## config.mk

```make
export PLATFORM = sky130hd
export DESIGN_NAME = ufl_ctrl
export DESIGN_NICKNAME = d
export VERILOG_FILES = /design/src/rtl/ufl_pkg.sv /design/src/rtl/ufl_buf2.sv /design/src/rtl/ufl_ctrl.sv
export VERILOG_INCLUDE_DIRS = /design/src /design/src/rtl
export SDC_FILE = /design/constraint.sdc
export NUM_CORES = 1
export LEC_CHECK = 0
export BUFFER_PORTS_ARGS = -buffer_cell sky130_fd_sc_hd__buf_2
export CORE_MARGIN = 8
export CORE_UTILIZATION = 50
export DETAILED_ROUTE_END_ITERATION = 6
export HOLD_SLACK_MARGIN = 0.06
export PLACE_DENSITY = 0.79
export SLEW_MARGIN = 15
export SYNTH_ARGS = -nofsm -noshare
export SYNTH_HDL_FRONTEND = slang
export SYNTH_SLANG_ARGS = --single-unit
```

## constraint.sdc

```tcl
create_clock -name aclk -period 2.87 [get_ports aclk]
set_input_delay 0.287 -clock aclk [delete_from_list [all_inputs] [get_ports aclk]]
set_output_delay 0.287 -clock aclk [all_outputs]
set_load 0.01 [all_outputs]
```

## src/rtl/ufl_params.svh

```systemverilog
// Register offsets, field positions and reset values
// ============================================================
`ifndef UFL_PARAMS_SVH
`define UFL_PARAMS_SVH

// ============================================================
// Register byte addresses
`define UFL_OFS_DATA 6'h00
`define UFL_OFS_DIV_LOW 6'h00
`define UFL_OFS_DIV_HIGH 6'h04
`define UFL_OFS_FIFO_CTRL 6'h08
`define UFL_OFS_LINE_CTRL 6'h0C
`define UFL_OFS_DIV_FRAC 6'h10
`define UFL_OFS_FEATURE 6'h14
`define UFL_OFS_ENH_FEAT 6'h18
`define UFL_OFS_RX_THR 6'h1C
`define UFL_OFS_TX_THR 6'h20
`define UFL_OFS_STATUS 6'h24

// ============================================================
// FIFO control fields
`define UFL_FC_ENABLE 0
`define UFL_FC_RX_RST 1
`define UFL_FC_TX_RST 2
`define UFL_FC_DMA 3
`define UFL_FC_TXSEL_LO 4
`define UFL_FC_RXSEL_LO 6

// ============================================================
// Line control, feature and enhanced feature fields
`define UFL_LC_PAR_EN 3
`define UFL_LC_EVEN 4
`define UFL_LC_FORCE 5
`define UFL_LC_BREAK 6
`define UFL_LC_DIV_ACC 7
`define UFL_FT_TABLE_LO 6
`define UFL_EF_ENH 4

// ============================================================
// Reset values
`define UFL_RST_LINE 8'h00
`define UFL_RST_BYTE 8'h00
`define UFL_RST_DIV_LOW 8'h01

`endif

```

## src/rtl/ufl_pkg.sv

```systemverilog
// Types shared by the FIFO and line control block
package ufl_pkg;
    typedef enum logic [2:0] {
        UFL_PAR_NONE = 3'h0,
        UFL_PAR_ODD = 3'h1,
        UFL_PAR_EVEN = 3'h2,
        UFL_PAR_MARK = 3'h3,
        UFL_PAR_SPACE = 3'h4
    } ufl_parity_t;

    typedef enum logic [1:0] {
        UFL_BUF_IDLE = 2'h1,
        UFL_BUF_BUSY = 2'h2
    } ufl_bstate_t;

    typedef struct packed {
        logic fifo_en;
        logic dma_mode;
        logic [1:0] rx_sel;
        logic [1:0] tx_sel;
        logic [1:0] table_sel;
        logic [7:0] line_ctrl;
        logic [7:0] feature;
        logic [7:0] enh_feat;
        logic [7:0] div_low;
        logic [7:0] div_high;
        logic [7:0] div_frac;
        logic [7:0] rx_thr;
        logic [7:0] tx_thr;
    } ufl_regs_t;
endpackage

```

## src/rtl/ufl_buf2.sv

```systemverilog
// Two-entry valid/ready buffer for data bytes
`timescale 1ns/10ps
module ufl_buf2 #(
    parameter int W = 8
) (
    input wire logic aclk,
    input wire logic aresetn,
    input wire logic flush,
    input wire logic in_valid,
    output logic in_ready,
    input wire logic [W-1:0] in_data,
    output logic out_valid,
    input wire logic out_ready,
    output logic [W-1:0] out_data
);
    typedef struct packed {
        logic [1:0][W-1:0] mem;
        logic [1:0] cnt;
    } ufl_buf_st_t;

    ufl_buf_st_t st_ff;
    ufl_buf_st_t nxt_st;
    logic push;
    logic pop;

    assign in_ready = (st_ff.cnt != 2'h2);
    assign out_valid = (st_ff.cnt != 2'h0);
    assign out_data = st_ff.mem[0];
    assign push = in_valid && in_ready;
    assign pop = out_valid && out_ready;

    always_comb begin
        nxt_st = st_ff;
        if (pop) begin
            nxt_st.mem[0] = st_ff.mem[1];
        end
        if (push) begin
            if (st_ff.cnt == 2'h0 || (st_ff.cnt == 2'h1 && pop)) begin
                nxt_st.mem[0] = in_data;
            end else begin
                nxt_st.mem[1] = in_data;
            end
        end
        nxt_st.cnt = st_ff.cnt + {1'b0, push} - {1'b0, pop};
        if (flush) begin
            nxt_st.cnt = 2'h0;
        end
    end

    always_ff @(posedge aclk) begin
        if (!aresetn) begin
            st_ff <= '0;
        end else begin
            st_ff <= nxt_st;
        end
    end
endmodule

```

## src/rtl/ufl_ctrl.sv

```systemverilog
// FIFO and line control logic with AXI4-Lite register slave
`timescale 1ns/10ps
`include "ufl_params.svh"
module ufl_ctrl #(
    parameter int DEPTH = 256,
    parameter int AW = 6
) (
    input wire logic aclk,
    input wire logic aresetn,
    input wire logic [AW-1:0] s_axi_awaddr,
    input wire logic s_axi_awvalid,
    output logic s_axi_awready,
    input wire logic [31:0] s_axi_wdata,
    input wire logic [3:0] s_axi_wstrb,
    input wire logic s_axi_wvalid,
    output logic s_axi_wready,
    output logic [1:0] s_axi_bresp,
    output logic s_axi_bvalid,
    input wire logic s_axi_bready,
    input wire logic [AW-1:0] s_axi_araddr,
    input wire logic s_axi_arvalid,
    output logic s_axi_arready,
    output logic [31:0] s_axi_rdata,
    output logic [1:0] s_axi_rresp,
    output logic s_axi_rvalid,
    input wire logic s_axi_rready,
    output logic tx_byte_valid,
    input wire logic tx_byte_ready,
    output logic [7:0] tx_byte,
    input wire logic rx_byte_valid,
    output logic rx_byte_ready,
    input wire logic [7:0] rx_byte,
    input wire logic tx_shift_bit,
    output logic tx_serial,
    output ufl_pkg::ufl_parity_t parity_mode,
    output logic rx_trigger_event,
    output logic tx_trigger_event
);
    localparam int CW = $clog2(DEPTH + 1);

    // ============================================================
    // State
    typedef struct packed {
        ufl_pkg::ufl_regs_t r;
        logic [CW-1:0] tx_cnt;
        logic [CW-1:0] rx_cnt;
        logic [CW-1:0] tx_cnt_d;
        logic [CW-1:0] rx_cnt_d;
        logic rx_evt;
        logic tx_evt;
        logic tx_flush;
        logic rx_flush;
        logic tx_serial;
        ufl_pkg::ufl_bstate_t wst;
        logic aw_got;
        logic w_got;
        logic [AW-1:0] waddr;
        logic [31:0] wdata;
        logic [3:0] wstrb;
        logic bvalid;
        logic [1:0] bresp;
        logic rvalid;
        logic [31:0] rdata;
        logic [1:0] rresp;
        logic [7:0] tx_hold;
        logic tx_hold_v;
    } ufl_st_t;

    ufl_st_t st_ff;
    ufl_st_t nxt_st;
    logic [CW-1:0] rx_trig;
    logic [CW-1:0] tx_trig;
    logic txb_in_ready;
    logic rxb_out_valid;
    logic [7:0] rxb_out_data;
    logic rx_pop;
    logic tx_push;
    logic wr_fire;
    logic [7:0] wb;

    // ============================================================
    // Trigger tables
    always_comb begin
        // One table field feeds both directions
        case (st_ff.r.table_sel)
            2'h0: begin
                case (st_ff.r.rx_sel)
                    2'h0: rx_trig = CW'(1);
                    2'h1: rx_trig = CW'(4);
                    2'h2: rx_trig = CW'(8);
                    default: rx_trig = CW'(14);
                endcase
                tx_trig = CW'(1);
            end
            2'h1: begin
                case (st_ff.r.rx_sel)
                    2'h0: rx_trig = CW'(8);
                    2'h1: rx_trig = CW'(16);
                    2'h2: rx_trig = CW'(24);
                    default: rx_trig = CW'(28);
                endcase
                case (st_ff.r.tx_sel)
                    2'h0: tx_trig = CW'(16);
                    2'h1: tx_trig = CW'(8);
                    2'h2: tx_trig = CW'(24);
                    default: tx_trig = CW'(30);
                endcase
            end
            2'h2: begin
                case (st_ff.r.rx_sel)
                    2'h0: rx_trig = CW'(8);
                    2'h1: rx_trig = CW'(16);
                    2'h2: rx_trig = CW'(56);
                    default: rx_trig = CW'(60);
                endcase
                case (st_ff.r.tx_sel)
                    2'h0: tx_trig = CW'(8);
                    2'h1: tx_trig = CW'(16);
                    2'h2: tx_trig = CW'(32);
                    default: tx_trig = CW'(56);
                endcase
            end
            default: begin
                rx_trig = CW'(st_ff.r.rx_thr);
                tx_trig = CW'(st_ff.r.tx_thr);
            end
        endcase
    end

    // ============================================================
    // Parity decode
    always_comb begin
        if (!st_ff.r.line_ctrl[`UFL_LC_PAR_EN]) begin
            parity_mode = ufl_pkg::UFL_PAR_NONE;
        end else if (st_ff.r.line_ctrl[`UFL_LC_FORCE]) begin
            parity_mode = st_ff.r.line_ctrl[`UFL_LC_EVEN] ?
                ufl_pkg::UFL_PAR_SPACE : ufl_pkg::UFL_PAR_MARK;
        end else begin
            parity_mode = st_ff.r.line_ctrl[`UFL_LC_EVEN] ?
                ufl_pkg::UFL_PAR_EVEN : ufl_pkg::UFL_PAR_ODD;
        end
    end

    // ============================================================
    // Data buffers
    // Only the counts are flushed; shifters sit outside
    ufl_buf2 #(.W(8)) u_tx_buf (
        .aclk(aclk),
        .aresetn(aresetn),
        .flush(st_ff.tx_flush),
        .in_valid(st_ff.tx_hold_v),
        .in_ready(txb_in_ready),
        .in_data(st_ff.tx_hold),
        .out_valid(tx_byte_valid),
        .out_ready(tx_byte_ready),
        .out_data(tx_byte)
    );

    ufl_buf2 #(.W(8)) u_rx_buf (
        .aclk(aclk),
        .aresetn(aresetn),
        .flush(st_ff.rx_flush),
        .in_valid(rx_byte_valid),
        .in_ready(rx_byte_ready),
        .in_data(rx_byte),
        .out_valid(rxb_out_valid),
        .out_ready(rx_pop),
        .out_data(rxb_out_data)
    );

    // ============================================================
    // Bus handshakes
    assign s_axi_awready = !st_ff.aw_got && !st_ff.bvalid;
    assign s_axi_wready = !st_ff.w_got && !st_ff.bvalid;
    assign s_axi_arready = !st_ff.rvalid;
    assign s_axi_bvalid = st_ff.bvalid;
    assign s_axi_bresp = st_ff.bresp;
    assign s_axi_rvalid = st_ff.rvalid;
    assign s_axi_rdata = st_ff.rdata;
    assign s_axi_rresp = st_ff.rresp;
    assign tx_serial = st_ff.tx_serial;
    assign rx_trigger_event = st_ff.rx_evt;
    assign tx_trigger_event = st_ff.tx_evt;
    assign wr_fire = st_ff.aw_got && st_ff.w_got && !st_ff.tx_hold_v;
    assign wb = st_ff.wdata[7:0];
    // Data register read pops one received byte while divisor access is clear
    assign rx_pop = s_axi_arvalid && s_axi_arready
        && s_axi_araddr == `UFL_OFS_DATA
        && !st_ff.r.line_ctrl[`UFL_LC_DIV_ACC];
    assign tx_push = st_ff.tx_hold_v && txb_in_ready;

    // ============================================================
    // Next state
    always_comb begin
        nxt_st = st_ff;
        nxt_st.tx_flush = 1'b0;
        nxt_st.rx_flush = 1'b0;
        nxt_st.rx_evt = 1'b0;
        nxt_st.tx_evt = 1'b0;
        if (s_axi_awvalid && s_axi_awready) begin
            nxt_st.aw_got = 1'b1;
            nxt_st.waddr = s_axi_awaddr;
        end
        if (s_axi_wvalid && s_axi_wready) begin
            nxt_st.w_got = 1'b1;
            nxt_st.wdata = s_axi_wdata;
            nxt_st.wstrb = s_axi_wstrb;
        end
        if (s_axi_bvalid && s_axi_bready) begin
            nxt_st.bvalid = 1'b0;
        end
        if (tx_push) begin
            nxt_st.tx_hold_v = 1'b0;
        end
        // Writes stall while a data byte waits for buffer room
        if (wr_fire) begin
            nxt_st.aw_got = 1'b0;
            nxt_st.w_got = 1'b0;
            nxt_st.bvalid = 1'b1;
            nxt_st.bresp = 2'h0;
            if (st_ff.wstrb[0]) begin
                case (st_ff.waddr)
                    `UFL_OFS_DATA: begin
                        if (st_ff.r.line_ctrl[`UFL_LC_DIV_ACC]) begin
                            nxt_st.r.div_low = wb;
                        end else begin
                            nxt_st.tx_hold = wb;
                            nxt_st.tx_hold_v = 1'b1;
                        end
                    end
                    `UFL_OFS_DIV_HIGH: begin
                        if (st_ff.r.line_ctrl[`UFL_LC_DIV_ACC]) begin
                            nxt_st.r.div_high = wb;
                        end
                    end
                    `UFL_OFS_DIV_FRAC: begin
                        if (st_ff.r.line_ctrl[`UFL_LC_DIV_ACC]) begin
                            nxt_st.r.div_frac = wb;
                        end
                    end
                    `UFL_OFS_FIFO_CTRL: begin
                        nxt_st.r.fifo_en = wb[`UFL_FC_ENABLE];
                        if (wb[`UFL_FC_ENABLE]) begin
                            nxt_st.r.dma_mode = wb[`UFL_FC_DMA];
                            nxt_st.r.rx_sel =
                                wb[`UFL_FC_RXSEL_LO +: 2];
                            nxt_st.tx_flush = wb[`UFL_FC_TX_RST];
                            nxt_st.rx_flush = wb[`UFL_FC_RX_RST];
                            if (st_ff.r.enh_feat[`UFL_EF_ENH]) begin
                                nxt_st.r.tx_sel =
                                    wb[`UFL_FC_TXSEL_LO +: 2];
                            end
                        end else begin
                            // Disabling empties both FIFOs
                            nxt_st.tx_flush = 1'b1;
                            nxt_st.rx_flush = 1'b1;
                        end
                    end
                    `UFL_OFS_LINE_CTRL: nxt_st.r.line_ctrl = wb;
                    `UFL_OFS_FEATURE: begin
                        nxt_st.r.feature = wb;
                        nxt_st.r.table_sel =
                            wb[`UFL_FT_TABLE_LO +: 2];
                    end
                    `UFL_OFS_ENH_FEAT: nxt_st.r.enh_feat = wb;
                    `UFL_OFS_RX_THR: nxt_st.r.rx_thr = wb;
                    `UFL_OFS_TX_THR: nxt_st.r.tx_thr = wb;
                    `UFL_OFS_STATUS: nxt_st.bresp = 2'h0;
                    default: nxt_st.bresp = 2'h2;
                endcase
            end
        end
        if (s_axi_rvalid && s_axi_rready) begin
            nxt_st.rvalid = 1'b0;
        end
        if (s_axi_arvalid && s_axi_arready) begin
            nxt_st.rvalid = 1'b1;
            nxt_st.rresp = 2'h0;
            nxt_st.rdata = 32'h0000_0000;
            case (s_axi_araddr)
                `UFL_OFS_DATA: begin
                    nxt_st.rdata[7:0] =
                        st_ff.r.line_ctrl[`UFL_LC_DIV_ACC] ?
                        st_ff.r.div_low : rxb_out_data;
                end
                `UFL_OFS_DIV_HIGH: nxt_st.rdata[7:0] = st_ff.r.div_high;
                `UFL_OFS_DIV_FRAC: nxt_st.rdata[7:0] = st_ff.r.div_frac;
                // Write-only register reads as zero
                `UFL_OFS_FIFO_CTRL: nxt_st.rdata = 32'h0000_0000;
                `UFL_OFS_LINE_CTRL: nxt_st.rdata[7:0] = st_ff.r.line_ctrl;
                `UFL_OFS_FEATURE: nxt_st.rdata[7:0] = st_ff.r.feature;
                `UFL_OFS_ENH_FEAT: nxt_st.rdata[7:0] = st_ff.r.enh_feat;
                `UFL_OFS_RX_THR: nxt_st.rdata[7:0] = st_ff.r.rx_thr;
                `UFL_OFS_TX_THR: nxt_st.rdata[7:0] = st_ff.r.tx_thr;
                `UFL_OFS_STATUS: begin
                    nxt_st.rdata[CW-1:0] = st_ff.rx_cnt;
                    nxt_st.rdata[8 +: CW] = st_ff.tx_cnt;
                    nxt_st.rdata[24] = st_ff.r.fifo_en;
                    nxt_st.rdata[25] = st_ff.r.dma_mode;
                end
                default: nxt_st.rresp = 2'h2;
            endcase
        end
        // Level counters track the FIFO traffic
        nxt_st.tx_cnt = st_ff.tx_cnt + CW'(tx_push)
            - CW'(tx_byte_valid && tx_byte_ready);
        nxt_st.rx_cnt = st_ff.rx_cnt
            + CW'(rx_byte_valid && rx_byte_ready)
            - CW'(rxb_out_valid && rx_pop);
        if (st_ff.tx_flush) begin
            nxt_st.tx_cnt = '0;
        end
        if (st_ff.rx_flush) begin
            nxt_st.rx_cnt = '0;
        end
        nxt_st.tx_cnt_d = st_ff.tx_cnt;
        nxt_st.rx_cnt_d = st_ff.rx_cnt;
        // Compare against the live trigger every cycle while fifo_en is set
        if (st_ff.r.fifo_en) begin
            nxt_st.rx_evt = st_ff.rx_cnt >= rx_trig
                && st_ff.rx_cnt_d < rx_trig;
            nxt_st.tx_evt = (st_ff.tx_cnt < tx_trig
                && st_ff.tx_cnt_d >= tx_trig)
                || (st_ff.tx_cnt == '0 && st_ff.tx_cnt_d != '0);
        end
        // Break overrides the shifter bit
        nxt_st.tx_serial = st_ff.r.line_ctrl[`UFL_LC_BREAK] ?
            1'b0 : tx_shift_bit;
    end

    // ============================================================
    // Registers
    always_ff @(posedge aclk) begin
        if (!aresetn) begin
            st_ff <= '0;
            st_ff.r.line_ctrl <= `UFL_RST_LINE;
            st_ff.r.div_low <= `UFL_RST_DIV_LOW;
            st_ff.wst <= ufl_pkg::UFL_BUF_IDLE;
            st_ff.tx_serial <= 1'b1;
        end else begin
            st_ff <= nxt_st;
        end
    end
endmodule

```

# After elaboration in Yosys (flattened, before gate mapping)

Cells that the tools add are included.

Memory bits (read-only): 0
Bits of input ports: 66
Memories: 0
Word-level logic and storage cells: 182
Output and inout port bits: 57
RAM bits: 0
Register bits after elaboration: 200
Bits in latches: 0

Bitwise gates (word level): 4
Equal/unequal tests: 28
Divide/modulo/power cells: 0
$lt $le $gt $ge: 4
$mul: 0
$add $sub $neg: 8
Reduce and logical (&&, ||, !) cells: 63
Mux-type cells: 35
Shift operators: 0

Operator list:

| cell                                          | count |
|---|---|
| one-hot mux 8 bit (9 select lines)            | 1 |
| 2-to-1 mux 8 bit                              | 7 |
| == test 6 x 5 -> 1 bit, second input constant | 8 |
| one-hot mux 6 bit (3 select lines)            | 2 |
| 2-to-1 mux 35 bit                             | 1 |
| one-hot mux 5 bit (3 select lines)            | 2 |
| one-hot mux 9 bit (3 select lines)            | 1 |
| == test 6 x 4 -> 1 bit, second input constant | 4 |
| == test 6 bit, second input constant          | 4 |
| one-hot mux 8 bit (3 select lines)            | 1 |
| AND reduction 4 bit                           | 6 |
| logical AND 1 bit                             | 20 |
| OR reduction 10 bit                           | 2 |
| adder 9 x 1 -> 9 bit                          | 2 |
| >= comparator 9 bit                           | 2 |
| less-than comparator 9 bit                    | 2 |
| AND reduction 3 bit                           | 6 |
| subtractor 9 x 1 -> 9 bit                     | 2 |
| == test 6 x 3 -> 1 bit, second input constant | 2 |
| logical NOT 6 bit                             | 2 |
| 2-to-1 mux 2 bit                              | 6 |
| 2-to-1 mux 3 bit                              | 4 |
| one-hot mux 4 bit (3 select lines)            | 1 |
| == test 2 x 1 -> 1 bit, second input constant | 5 |
| other kinds (16)                              | 49 |

# Depth between registers and ports, before layout

Word-level depth: 9
Depth in mapped cells: 13
Mapped depth without buffers: 12

# By module

A second synthesis with hierarchy kept.

Cell total of the unflattened synthesis: 1,151
Area total of the unflattened synthesis: 10,580.1 µm²

Modules (own cells, without submodules):

| module   | seq. area each (µm²) | cells each | area each (µm²) | times used |
|---|---|---|---|---|
| ufl_ctrl | 3,203.1              | 925        | 8,575.7         | 1 |
| ufl_buf2 | 360.3                | 113        | 1,002.2         | 2 |

# Worst setup path after synthesis

OpenSTA, ideal clock, no wires.

Path type: flip-flop to flip-flop
Start point: register st_ff (netlist bit s_axi_rvalid)
End point: register st_ff (netlist bit nxt_st[106])
Path buffers: 2
Cell stages (with the launch flop): 14
Data arrival time: 2.994 ns
Slack: -0.198 ns
Period minus slack after synthesis: 3.068 ns
Cell sequence: dfxtp_1 nor2b_1 clkbuf_1 nand4b_2 nor2_1 buf_4 xnor2_1 ha_1 fa_1 a21o_1 a21oi_1 o211ai_1 a2111o_1 o21ai_0

Longest elaborated chain between the ends: 6

RTL lines:

| what                               | line            | text |
|---|---|---|
| start, declared                    | ufl_ctrl.sv:69  | `ufl_st_t st_ff;` |
| start signal, assigned             | ufl_ctrl.sv:341 | `st_ff <= nxt_st;` |
| logical NOT 1 bit                  | ufl_ctrl.sv:175 | `assign s_axi_arready = !st_ff.rvalid;` |
| logical AND 1 bit                  | ufl_ctrl.sv:187 | `assign rx_pop = s_axi_arvalid && s_axi_arready` |
| logical AND 1 bit (no source line) | n/a             |  |
| logical AND 1 bit                  | ufl_ctrl.sv:187 |  |
| logical AND 1 bit                  | ufl_ctrl.sv:309 | `- CW'(rxb_out_valid && rx_pop);` |
| subtractor 9 x 1 -> 9 bit          | ufl_ctrl.sv:309 |  |

Every way passes these cells.
A chain may end at the register's enable or synchronous reset.

# Worst setup path after layout

Start point: register u_tx_buf.st_ff[0] (netlist name)
End point: register st_ff (netlist bit nxt_st[115])

Longest elaborated chain between the ends: 4

RTL lines:

| what                        | line            | text |
|---|---|---|
| start, declared             | ufl_buf2.sv:21  | `ufl_buf_st_t st_ff;` |
| start signal, assigned      | ufl_buf2.sv:54  | `st_ff <= nxt_st;` |
| inequality test 2 bit       | ufl_buf2.sv:26  | `assign in_ready = (st_ff.cnt != 2'h2);` |
| logical AND 1 bit           | ufl_ctrl.sv:190 | `assign tx_push = st_ff.tx_hold_v && txb_in_ready;` |
| adder 9 x 1 -> 9 bit        | ufl_ctrl.sv:305 | `nxt_st.tx_cnt = st_ff.tx_cnt + CW'(tx_push)` |
| subtractor 9 x 1 -> 9 bit * | ufl_ctrl.sv:306 | `- CW'(tx_byte_valid && tx_byte_ready);` |

Mark *: on every way between the ends. The rest lies on a longest branch, timed or not.

==> reports/qor.yml <==
status: "finished clean"
clk_latency_ns: 0.44
cts_buffer_depth: 2
fin_tns_setup_ns: 0
area_delta_synth_final_pct: 10.8
drtPass1Iterations: 5
grt_pass1_vias: 7907
wl_per_cell_um: 17.1
leakagePower_uw: 0.00464
die_h_um: 158
max_stage_delay_ns: 0.39
synth-simple-area-share: 0.225
cts_tree: "done"
synth-seq-area-share: 0.391
via_per_inst: 5.56
finalSetupViolCount: 0
multiInputGateArea_mm2: 0.00547
cp.arrival_ns: 3.05
regArea_mm2: 0.00392
synth_edf_count: 0
drv_slew: 0
clock_skew_ns: 0.00946
track_usage: 0.205
clockRootBuffer: "clkbuf_16"
dp_hpwl_um: 18200
rows: 52
ys_types: 75
rr_worst_depth: 12
final_cell_mix: "dfxtp_1 (196), nand2_1 (183), buf_2 (80), mux2i_1 (69), nand3_1 (63)"
netlist_area_mm2: 0.0100
wl_met3_um: 2010
synth_compound_area_frac: 0.146
fmax_ghz: 0.367
fin_nets: 1323
worst-path-buf-inv: 2
postRouteAntennaNets: 0
synth_top_family_by_area: "simple AND/OR/NAND/NOR gates"
grt_max_degree: 49
fin_crit_ns: 2.73
critPathLaunchType: "flop"
die_area_mm2: 0.0249
gp_congestion: 0.933
crit_family: "adder cells"
min_to: "tx_serial"
rsz0062_at_grt: "false"
crit_fanout: 4
cts_made_buffers: 17
route.vias.total: 8238
clkSinkCount: 196
highest_layer: "met4"
critPathKind: "flop to flop"
netlist_instances: 1158
finalHoldViolations: 0
endpoint_kind: "flop"
drv_cap: 0
slowest_stage: "a2111oi_4"
crit_chain: "or2_2 > nand2_4 > inv_1 > ha_1 > inv_1 > ha_1 > fa_2 > a21oi_2 > o21bai_2 > a2111oi_4 > o31ai_2 > mux2i_1"
antenna_cells: 0
dieWidth_um: 158
synth-seq-cells: 196
synthMuxAreaShare: 0.0700
wl_met1_um: 11000
first_iter_violations: 706
timing.rr.start: "u_tx_buf.st_ff[0]"
routed_wl_um: 25300
nFillCells: 1788
antenna_found_initial: 1
worst_slew_pin_slew_ns: 0.877
whs_path_depth: 3
worst_slack_ns: 0.142
num_io_pins: 123
gr-total-overflow: 0
clk_pin_slew_ns: 0.07
drive_gt1_frac: 0.140
synth-adder-area-share: 0.0771
grt_pass1_wl_um: 40500
worstReg2RegEnd: "nxt_st[115]"
layout_commonest_cell: "dfxtp_1"
met2_wirelength_um: 11600
core_mm2: 0.0200
initial_core_util: 0.502
hp-start: "tx_shift_bit"
finalHoldWorstSlack_ns: 0.0842
final.period_utilization: 0.951
hold_buffers: 0
avgSynthCellArea_um2: 8.66
rrSetupSlack_ns: 0.14
async_reset_ff_frac: 0
pwr_density_cell_mw_per_mm2: 667
htreeDepth: 4
max-vdd-ir-drop_mv: 0.519
relSlewSlack: 0.414
yosys.area_share.xor_xnor: 0.0148
yosys_warnings: 0
post-place-ws_ns: 0.000382
drc: 0
required_ns: 3.19
portBuffers: 80
hold_path.class: "input port to flop"
ys_dominant_reg_cell: "dfxtp_1"
power by group:
part | internal, µW | switching, µW
clock | 1270 | 1040
sequential | 2910 | 269
combinational | 895 | 1020
timing repair:
item,CTS,global route
gates resized for setup,0,7
endpoints found under the setup margin,0,2
buffers inserted,0,0
synth_stat cells (3+ instances only):
library cell	n	area (µm²)
dfxtp_1	196	3920
nand2_1	184	691
mux2i_1	69	691
nand3_1	63	315
ha_1	57	713
nor2_1	53	199
a21oi_1	48	240
buf_4	47	353
clkbuf_1	47	176
and2_1	46	288
a21boi_1	42	315
inv_1	41	154
nor2b_1	39	244
o21ai_0	39	195
a21boi_0	17	128
nand2b_1	12	75.1
and3_1	11	68.8
buf_2	11	55.1
nor3_1	10	50.1
xor2_1	9	78.8
a21o_1	8	60.1
xnor2_1	8	70.1
o2111ai_1	7	61.3
a22o_1	6	52.6
o211ai_1	6	45.0
a221o_1	4	40.0
o31ai_1	4	30.0
a211oi_1	3	22.5
a222oi_1	3	30.0
and4b_1	3	30.0
nor4_4	3	63.8
o22ai_1	3	18.8
or2_2	3	18.8
layout make-up:
cell class	instances	area share
timing repair buffer	114	0.0590
multi-input combinational	828	0.492
clock buffer	22	0.0427
clock inverter	10	0.00889
tap	270	0.0304
inverter	41	0.0138
sequential	196	0.353
layer usage:
layer  vias to the layer above  global-route usage
li1                       3988                   -
met5                         -                   0
met1                      3881               0.263
met4                         0              0.0725
met3                        50              0.0489
met2                       319               0.332
sequential cells by signal, indices dropped and copies added (netlist names):
name and cells:
u_rx_buf.out_data 8, nxt_st 18, u_tx_buf.st_ff 10, tx_trigger_event 1, s_axi_rdata 19, s_axi_rresp 1, rx_trigger_event 1, s_axi_rvalid 1
u_rx_buf.st_ff 10, s_axi_bresp 1, tx_serial 1, s_axi_bvalid 1, u_tx_buf.out_data 8, st_ff 116
kinds of logic (layout without fill, tap and decap cells):
kind of cell | Yosys count | after routing
fa+ha+maj | 61 | 61
mux | 70 | 70
buf+inv | 148 | 187
other cells | 1 | 15
flops | 196 | 196
simple gates | 450 | 450
xor+xnor | 17 | 17
compound gates | 215 | 215
worst min-delay path, delay by kind of cell:
kind / cells / cell delay, ns
buf+inv: 2 / 0.13
compound gates: 1 / 0.06
how the worst max path moves through the flow:
stage | start | endpoint | slack, ns | cells past startpoint
3_5_place_dp | s_axi_araddr[4] | nxt_st[106] | 0.0004 | 12
5_1_grt | u_tx_buf.st_ff[0] | nxt_st[115] | 0.003 | 12
2_1_floorplan | s_axi_araddr[4] | nxt_st[106] | 0.009 | 12
6_report | u_tx_buf.st_ff[0] | nxt_st[115] | 0.14 | 12
4_1_cts | u_tx_buf.st_ff[0] | nxt_st[115] | 0.02 | 12
3_3_place_gp | s_axi_araddr[4] | nxt_st[106] | 0.04 | 12
metrics by stage:
step,total power [µW],std cells,cell area [µm²],util
2_1_floorplan,4550,1172,10100,-
3_3_place_gp,4940,1449,10500,0.526
3_5_place_dp,5030,1449,10500,0.526
4_1_cts,7310,1481,11100,0.555
5_1_grt,7810,1481,11100,0.556
6_report,7410,1481,11100,0.556
(Power assumes the default switching activity.)
